==> config.mk <==
export PLATFORM = sky130hd
export DESIGN_NAME = ivm_vector_map
export DESIGN_NICKNAME = d
export VERILOG_FILES = /design/src/ivm_pkg.sv /design/src/ivm_prio_enc.sv /design/src/ivm_vector_map.sv
export SDC_FILE = /design/constraint.sdc
export NUM_CORES = 1
export LEC_CHECK = 0
export BUFFER_PORTS_ARGS = -buffer_cell sky130_fd_sc_hd__buf_4
export CAP_MARGIN = 20
export CORE_MARGIN = 1.5
export CORE_UTILIZATION = 35
export CTS_CLUSTER_DIAMETER = 80
export CTS_CLUSTER_SIZE = 12
export DETAILED_ROUTE_END_ITERATION = 7
export PLACE_DENSITY_LB_ADDON = 0.2
export RECOVER_POWER = 100
export SLEW_MARGIN = 30
export SYNTH_ARGS = -nofsm -noshare
export SYNTH_HDL_FRONTEND = slang
export SYNTH_HIERARCHICAL = 1
export SYNTH_SLANG_ARGS = --single-unit
==> constraint.sdc <==
create_clock -name clk -period 0.8 [get_ports clk]
set_clock_uncertainty 0.1 [all_clocks]
set_input_delay 0.16 -clock clk [delete_from_list [all_inputs] [get_ports clk]]
set_output_delay 0.16 -clock clk [all_outputs]
set_load 0.02 [all_outputs]
==> src/ivm_pkg.sv <==
`default_nettype none
package ivm_pkg;
    localparam int unsigned ADDR_W        = 17;
    localparam int unsigned NUM_IRQ       = 28;
    localparam int unsigned IDX_W         = 5;
    localparam logic [16:0] RESET_ADDR    = 17'h00000;
    localparam logic [16:0] BOOT_ADDR_DEF = 17'h1F000;
    localparam logic [16:0] VEC_SHIFT     = 17'h00001;

    typedef struct packed {
        logic        valid;
        logic [4:0]  index;
        logic [16:0] addr;
    } ivm_vec_t;

    typedef struct packed {
        logic        relocate;
        logic        boot_fuse;
        logic [16:0] boot_base;
    } ivm_cfg_t;
endpackage
`default_nettype wire

==> src/ivm_prio_enc.sv <==
`default_nettype none
module ivm_prio_enc
#(
    parameter int unsigned N = 28
)
(
    input  wire logic [N-1:0] req,
    output logic              any,
    output logic [4:0]        index
);
    always_comb
    begin
        any   = 1'b0;
        index = 5'h00;
        for (int i = N - 1; i >= 0; i--)
        begin
            if (req[i])
            begin
                any   = 1'b1;
                index = 5'(i);
            end
        end
    end
endmodule
`default_nettype wire

==> src/ivm_vector_map.sv <==
`default_nettype none
module ivm_vector_map
#(
    parameter logic [16:0] BOOT_ADDR = ivm_pkg::BOOT_ADDR_DEF
)
(
    input  wire logic                        clk,
    input  wire logic                        reset,
    input  wire logic                        sys_reset_event,
    input  wire logic [7:0]                  ext_request,
    input  wire logic [2:0]                  pin_change_req,
    input  wire logic                        watchdog_timeout,
    input  wire logic [2:0]                  timer_b8_evt,
    input  wire logic [4:0]                  timer_w16_evt,
    input  wire logic [2:0]                  timer_a8_evt,
    input  wire logic                        spi_transfer_done,
    input  wire logic [2:0]                  serial0_evt,
    input  wire logic                        analog_cmp_evt,
    input  wire logic                        vector_relocate_bit,
    input  wire logic                        boot_reset_fuse_n,
    input  wire logic                        take,
    output logic                             vec_valid_r,
    output logic [4:0]                       vec_index_r,
    output logic [ivm_pkg::ADDR_W-1:0]       vec_addr_r,
    output logic                             reset_load_r,
    output logic [ivm_pkg::ADDR_W-1:0]       reset_addr_r
);
    // ------------------------------------------------------------
    // Request vector, bit i is vector number i+1.
    // ------------------------------------------------------------
    logic [ivm_pkg::NUM_IRQ-1:0] req;
    logic                        any;
    logic [4:0]                  idx;
    logic                        boot_fuse_prog;
    logic [16:0]                 base;
    logic                        pend_reset_r;

    assign boot_fuse_prog = ~boot_reset_fuse_n;
    assign req = {analog_cmp_evt, serial0_evt, spi_transfer_done,
                  timer_a8_evt, timer_w16_evt, timer_b8_evt,
                  watchdog_timeout, pin_change_req, ext_request};

    ivm_prio_enc #(.N(ivm_pkg::NUM_IRQ)) u_enc
    (
        .req   (req),
        .any   (any),
        .index (idx)
    );

    function automatic logic [16:0] vec_addr(input logic [4:0] i, input logic [16:0] b);
        vec_addr = b + ({12'h000, i + 5'h01} << ivm_pkg::VEC_SHIFT);
    endfunction

    assign base = vector_relocate_bit ? BOOT_ADDR : ivm_pkg::RESET_ADDR;

    // ------------------------------------------------------------
    // Interrupt vector selection.
    // ------------------------------------------------------------
    always_ff @(posedge clk or posedge reset)
    begin
        if (reset)
        begin
            vec_valid_r <= 1'b0;
            vec_index_r <= 5'h00;
            vec_addr_r  <= ivm_pkg::RESET_ADDR;
        end
        else
        begin
            vec_valid_r <= any & ~take;
            vec_index_r <= idx + 5'h01;
            vec_addr_r  <= vec_addr(idx, base);
        end
    end

    // ------------------------------------------------------------
    // Reset vector.
    // ------------------------------------------------------------
    always_ff @(posedge clk or posedge reset)
    begin
        if (reset)
        begin
            pend_reset_r <= 1'b1;
            reset_load_r <= 1'b0;
            reset_addr_r <= ivm_pkg::RESET_ADDR;
        end
        else
        begin
            pend_reset_r <= sys_reset_event;
            reset_load_r <= pend_reset_r;
            reset_addr_r <= boot_fuse_prog ? BOOT_ADDR : ivm_pkg::RESET_ADDR;
        end
    end

    a_reset_addr: assert property (@(posedge clk) disable iff (reset)
        reset_load_r |-> reset_addr_r == ($past(boot_reset_fuse_n) ? ivm_pkg::RESET_ADDR : BOOT_ADDR))
        else $error("reset address wrong");
    a_reset_load: assert property (@(posedge clk) disable iff (reset)
        sys_reset_event |=> ##1 reset_load_r)
        else $error("reset vector not loaded");
    a_ext_zero: assert property (@(posedge clk) disable iff (reset)
        (ext_request[0] && !vector_relocate_bit) |=> vec_addr_r == 17'h00002)
        else $error("external request zero address wrong");
    a_prio_low: assert property (@(posedge clk) disable iff (reset)
        req[0] |=> vec_index_r == 5'h01)
        else $error("priority wrong");
    a_prio_next: assert property (@(posedge clk) disable iff (reset)
        (req[1] && !req[0]) |=> vec_index_r == 5'h02)
        else $error("second priority wrong");
    a_addr_twice: assert property (@(posedge clk) disable iff (reset)
        (!$past(vector_relocate_bit)) |-> vec_addr_r == {11'h000, vec_index_r, 1'b0})
        else $error("vector address not twice index");
    a_spi_vec: assert property (@(posedge clk) disable iff (reset)
        (req[23] && req[22:0] == 23'h000000 && !vector_relocate_bit) |=> vec_addr_r == 17'h00030 && vec_index_r == 5'h18)
        else $error("serial peripheral vector wrong");
    a_wdt_vec: assert property (@(posedge clk) disable iff (reset)
        (req[11] && req[10:0] == 11'h000 && !vector_relocate_bit) |=> vec_addr_r == 17'h00018)
        else $error("watchdog vector wrong");
    a_cmp_vec: assert property (@(posedge clk) disable iff (reset)
        (req[27] && req[26:0] == 27'h0000000 && vector_relocate_bit) |=> vec_addr_r == BOOT_ADDR + 17'h00038)
        else $error("comparator vector wrong");
    a_t0_ovf: assert property (@(posedge clk) disable iff (reset)
        (req[22] && req[21:0] == 22'h000000 && !vector_relocate_bit) |=> vec_addr_r == 17'h0002E)
        else $error("timer overflow vector wrong");
endmodule
`default_nettype wire
==> impl_metrics.py, run 1 <==
metrics = {
    "status": {
        "status": "complete, but fails checks",
        "failing_checks": "negative hold slack, negative setup slack",
    },
    "synthesis": {
        "ys_ff_latch": 10,
        "synth-seq-area-share_pct": 27.6,
        "synth_edf_count": 0,
        "syn-instance-count": 112,
        "syn_avg_cell_area_um2": 8.12,
        "postSynth.asyncResetShare_pct": 100,
        "netlist-cell-type-count": 33,
        "synthesis.yosys.warnings": 6,
        "mappedNetlistArea_um2": 910,
        "yosys_most_used_dff": "sky130_fd_sc_hd__dfrtp_1",
    },
    "clocking": {
        "cts_tree": "built",
        "cts.htree.levels": 1,
        "postCtsSetupBuffers": 0,
        "cts_buffer_depth": 2,
        "clkTransAtPathRegs_ps": 60,
        "cts_hold_buffers": 3,
        "number_of_buffers_created_by_cts": 3,
        "clkLatencyLatePin_ps": 260,
        "clock_sink_count": 10,
        "cts_root_buffer": "sky130_fd_sc_hd__clkbuf_4",
    },
    "min_path": {
        "hp-class": "input port to async pin",
    },
    "grt": {
        "grt_start_max_net_pins": 11,
        "globalRouteTotalUtil_pct": 16.7,
        "number_of_antenna_violations_at_the_first_check_in_global_routing": 0,
        "first_global_vias": 914,
        "gr-total-overflow": 0,
        "grt_first_pass_wirelength_um": 3640,
    },
    "die": {
        "pin_count": 75,
        "die_width_um": 54.0,
        "num_rows": 18,
        "start_util_pct": 36.7,
        "die_height_um": 54.0,
        "design.core.area_um2": 2480,
        "fp.dieArea_um2": 2910,
    },
    "setup_path": {
        "crit_slowest_cell": "sky130_fd_sc_hd__a211o_1",
        "reg2regPathDepth": 0,
        "worstSetupStartpointType": "input port",
        "critical-path-max-stage-delay_ps": 290,
        "r2r-start": "pend_reset_r$_DFF_PP1_",
        "kind_of_end_point_of_the_critical_path": "flop",
        "timing.critical_path.cells": "buf_4, nor3_2, o311ai_2, a211o_1, a31oi_2, ha_2, nand3_2, xnor2_1",
        "critical_path_required_ps": 840,
        "launching_element_of_the_worst_setup_path": "serial0_evt[0]",
        "timing.critical_path.arrival_ps": 1560,
        "crit_type": "input port to flop",
        "timing.critical_path.fanout_max": 3,
    },
    "timing": {
        "hold_ws_ps": -232,
        "finalHoldViolations": 10,
        "max_freq_mhz": 659,
        "layout_setup_ws_ps": -718,
        "setup_tns_ps": -9590,
        "final_period_minus_worst_setup_slack_ps": 1520,
        "rsz0062_at_grt": "yes",
        "report.final.setup_viol": 28,
        "period_share_pct": 190,
        "report.final.slew_viol_count": 0,
    },
    "placement": {
        "placement.io_buffers": 55,
        "routabilityCongestion": 0.765,
        "dp_hpwl_um": 1790,
    },
    "pwr": {
        "total_leakage_power_nw": 0.788,
        "vdd.ir_drop.worst_uv": 826,
        "finalPower_mw": 1.75,
        "power_per_cell_area_nw_per_um2": 1030,
    },
    "drt": {
        "vias": 937,
        "drt_iter0_markers": 4,
        "drc": 0,
        "ant_nets": 0,
        "routedWlPerCell_um": 10.8,
        "drt-vias-per-instance": 4.40,
        "drt_pass1_iterations": 4,
        "finalWirelength_um": 2310,
    },
    "finish": {
        "syn_to_final_growth_pct": 85.7,
        "antenna_cell_count": 0,
        "commonest_non_fill_non_tap_cells_in_the_layout": "sky130_fd_sc_hd__buf_4 (46), sky130_fd_sc_hd__buf_6 (27), sky130_fd_sc_hd__conb_1 (19)",
        "drive_above_1_share_pct": 61.7,
        "final_net_count": 219,
        "most_common_cell_after_layout_fill_and_taps_aside": "sky130_fd_sc_hd__buf_4",
        "fillerInstances": 206,
    },
    "flow_run": {
        "timing.max_cap.violations": 0,
    },
}
==> power by group <==
group	internal (mW)	leakage, nW	switching, mW
clock	0.276	0.0210	0.160
combinational	0.372	0.653	0.373
sequential	0.538	0.114	0.0265
==> repair_timing <==
item                                    4_1_cts  5_1_grt
pin swaps                                     5        5
endpoints found under the setup margin       28       28
endpoints found under the hold margin        13       10
resized for setup                            44        7
==> synth_stat cells, types with 2 or more instances <==
master                     number  share of area (%)
sky130_fd_sc_hd__nor4_1         4                2.8
sky130_fd_sc_hd__a211o_1        2                1.9
sky130_fd_sc_hd__nand2_1        4                1.7
sky130_fd_sc_hd__nand3_1        3                1.7
sky130_fd_sc_hd__xnor2_1        2                1.9
sky130_fd_sc_hd__inv_1          7                2.9
sky130_fd_sc_hd__nor3b_1        2                1.7
sky130_fd_sc_hd__nor2_1        12                5.0
sky130_fd_sc_hd__buf_4         32                 26
sky130_fd_sc_hd__nand2b_1       2                1.4
sky130_fd_sc_hd__nor2b_1        3                2.1
sky130_fd_sc_hd__o311ai_1       2                1.9
sky130_fd_sc_hd__nor3_1         4                2.2
sky130_fd_sc_hd__dfrtp_1        9                 25
sky130_fd_sc_hd__a21oi_1        6                3.3
==> worst paths after layout <==
path	to	slack [ps]
setup / recovery	vec_addr_r[5]$_DFF_PP0_	-720
hold / removal	vec_addr_r[5]$_DFF_PP0_	-230
setup reg to reg	reset_load_r$_DFF_PP0_	120
hold reg to reg	reset_load_r$_DFF_PP0_	300
max in group asynchronous	pend_reset_r$_DFF_PP1_	530
min in group clk	vec_valid_r$_DFF_PP0_	-50
==> cells by family after synthesis <==
logic type	synth area share, %
adder cells (fa/ha/maj)	1.38
flip-flops	27.6
buffers and inverters	29.7
AND/OR/NAND/NOR	22.1
other	0.412
XOR/XNOR	2.89
AO/OA/AOI/OAI	15.8
==> state kept, by name (all words and copies together) (netlist names) <==
signal	cells
reset_load_r	1
pend_reset_r	1
vec_index_r	4
vec_addr_r	2
vec_valid_r	1
reset_addr_r	1
==> metal layers <==
metal / routed length [um] / GRT usage (%) / up-vias
li1: - / - / 473
met1: 896 / 17.5 / 421
met2: 1290 / 32.3 / 43
met3: 125 / 1.67 / 0
met4: 0 / 8.75 / 0
met5: 0 / 0 / -
==> critical path, delay by kind of cell <==
family,cells,cell delay (ps)
simple gates,2,270
fa+ha+maj,1,240
compound gates,3,640
xor+xnor,1,130
buf+inv,1,120
==> metrics by stage <==
stage / setup WS, ps / cell area, um^2 / util [%] / instances / hold slack [ps]
after floorplan: -863 / 1050 / - / 130 / -101
after global placement: -1050 / 1390 / 56.2 / 206 / 52.4
after detailed placement: -1100 / 1390 / 56.2 / 206 / 56.6
after CTS: -721 / 1640 / 66.4 / 213 / -229
after global routing: -755 / 1690 / 68.2 / 213 / -204
final: -718 / 1690 / 68.2 / 213 / -232
==> layout make-up <==
type	instances	area [um^2]	share of cell area (%)
Tap cell	30	37.5	2.22
Inverter	8	30.0	1.78
Timing Repair Buffer	81	724	42.9
Sequential cell	10	259	15.3
Multi-Input combinational cell	80	602	35.6
Clock buffer	4	36.3	2.15
(Power assumes the default switching activity.)
==> run 2: changes to the inputs <==
--- a/config.mk
+++ b/config.mk
@@ -7,7 +7,6 @@
 export LEC_CHECK = 0
 export BUFFER_PORTS_ARGS = -buffer_cell sky130_fd_sc_hd__buf_4
 export CAP_MARGIN = 20
-export CORE_MARGIN = 1.5
 export CORE_UTILIZATION = 35
 export CTS_CLUSTER_DIAMETER = 80
 export CTS_CLUSTER_SIZE = 12
==> impl_metrics.py, run 2 (synthesis results as in run 1) <==
metrics = {
    "min_path": {
        "hp-class": "input port to async pin",
    },
    "drt": {
        "drc": 0,
        "ant_nets": 0,
        "routedWlPerCell_um": 10.9,
        "drt-vias-per-instance": 4.57,
        "drt_pass1_iterations": 4,
        "finalWirelength_um": 2360,
        "drt_iter0_markers": 4,
        "vias": 988,
    },
    "clocking": {
        "cts_tree": "built",
        "cts_hold_buffers": 3,
        "clkTransAtPathRegs_ps": 60,
        "clock_sink_count": 10,
        "cts.htree.levels": 1,
        "clkLatencyLatePin_ps": 260,
        "number_of_buffers_created_by_cts": 3,
        "cts_buffer_depth": 2,
        "cts_root_buffer": "sky130_fd_sc_hd__clkbuf_4",
    },
    "grt": {
        "globalRouteTotalUtil_pct": 17.8,
        "grt_first_pass_wirelength_um": 3610,
        "first_global_vias": 875,
        "gr-total-overflow": 0,
        "number_of_antenna_violations_at_the_first_check_in_global_routing": 0,
        "grt_start_max_net_pins": 11,
    },
    "setup_path": {
        "critical-path-max-stage-delay_ps": 380,
        "crit_type": "input port to flop",
        "cpMostUsedCell": "sky130_fd_sc_hd__a211oi_2",
        "crit_slowest_cell": "sky130_fd_sc_hd__or3_4",
        "critical_path_required_ps": 880,
        "cp.buffers_inverters": 2,
        "worst_path_dominant_cell_family": "compound AO/OA/AOI/OAI gates",
        "timing.critical_path.arrival_ps": 1660,
        "timing.critical_path.fanout_max": 2,
        "kind_of_end_point_of_the_critical_path": "flop",
        "worstSetupStartpointType": "input port",
        "timing.critical_path.cells": "buf_6, or3_4, a211oi_2, o31ai_2, a211oi_2, ha_2, buf_4, xor2_1",
    },
    "die": {
        "num_rows": 18,
        "fp.dieArea_um2": 2810,
        "start_util_pct": 36.7,
        "pin_count": 75,
        "design.core.area_um2": 2480,
        "die_width_um": 53.0,
        "die_height_um": 53.0,
    },
    "placement": {
        "dp_hpwl_um": 1700,
        "place_ws_ps": -1080,
        "placement.io_buffers": 55,
        "dp_cell_count": 205,
        "routabilityCongestion": 0.747,
    },
    "timing": {
        "final_period_minus_worst_setup_slack_ps": 1580,
        "max_freq_mhz": 634,
        "rsz0062_at_grt": "yes",
        "setup_tns_ps": -10200,
        "period_share_pct": 197,
        "layout_setup_ws_ps": -778,
        "finalHoldViolations": 10,
        "report.final.setup_viol": 28,
        "report.final.slew_viol_count": 0,
        "hold_ws_ps": -238,
    },
    "finish": {
        "antenna_cell_count": 0,
        "final_net_count": 222,
        "fillerInstances": 193,
        "drive_above_1_share_pct": 64.0,
        "commonest_non_fill_non_tap_cells_in_the_layout": "sky130_fd_sc_hd__buf_4 (45), sky130_fd_sc_hd__buf_6 (31), sky130_fd_sc_hd__conb_1 (19)",
        "final_cell_count_no_fill": 216,
        "biggestRegsByFlops": "vec_index_r (4), vec_addr_r (2)",
        "syn_to_final_growth_pct": 92.7,
        "most_common_cell_after_layout_fill_and_taps_aside": "sky130_fd_sc_hd__buf_4",
        "largest_register_ffs": 4,
        "largest_register": "vec_index_r",
    },
    "pwr": {
        "power_per_cell_area_nw_per_um2": 1020,
        "total_leakage_power_nw": 0.815,
        "vdd.ir_drop.worst_uv": 805,
    },
    "status": {
        "status": "complete, but fails checks",
        "failing_checks": "negative hold slack, negative setup slack",
    },
    "flow_run": {
        "timing.max_cap.violations": 0,
    },
}
-- run 2: worst paths after layout --
kind / startpoint / cells past startpoint / slack [ps] / end
worst min register to register: pend_reset_r$_DFF_PP1_ / 0 / 290 / reset_load_r$_DFF_PP0_
max in group asynchronous: reset / 2 / 540 / pend_reset_r$_DFF_PP1_
worst max-delay path: timer_b8_evt[2] / 8 / -780 / vec_index_r[2]$_DFF_PP0_
worst min-delay path: reset / 2 / -240 / vec_index_r[2]$_DFF_PP0_
min in group clk: take / 2 / -50 / vec_valid_r$_DFF_PP0_
worst max register to register: pend_reset_r$_DFF_PP1_ / 0 / 130 / reset_load_r$_DFF_PP0_
-- run 2: what timing repair did --
| action | CTS | global route |
|---|---|---|
| buffers inserted | 1 | 4 |
| endpoints found under the setup margin | 28 | 28 |
| resized for setup | 49 | 12 |
| gates cloned | 0 | 0 |
| pin swaps | 4 | 7 |
| endpoints found under the hold margin | 13 | 10 |
-- run 2: area by class of cell --
class / instances / area, um^2 / area share, %
repair buffers: 84 / 762 / 43.5
multi-input cells: 80 / 628 / 35.8
flip-flops and latches: 10 / 259 / 14.8
well taps: 30 / 37.5 / 2.14
clock buffers: 4 / 36.3 / 2.07
inverters: 8 / 30.0 / 1.71
-- run 2: metal layers --
metal	track usage, %	part of all wire (%)	routed length (um)	vias up
met5	0	0	0	-
met1	19.4	39	916	451
li1	-	-	-	480
met4	5.26	1.4	32	0
met3	2.59	6.4	151	4
met2	34.6	53	1260	53
-- run 2: metrics by stage --
stage	hold WS, ps	power, mW	instance area, um^2	utilization [%]
final	-238	1.79	1750	70.8
after global routing	-219	1.91	1750	70.8
after global placement	52.5	1.17	1390	55.9
after CTS	-237	1.75	1670	67.3
after detailed placement	48.7	1.18	1390	55.9
after floorplan	-101	0.971	1050	-
-- run 2: power breakdown --
part	internal, mW	switching [mW]	leakage, nW	total, mW
clock	0.276	0.163	0.0210	0.439
combinational	0.397	0.391	0.680	0.788
sequential	0.538	0.0261	0.114	0.564
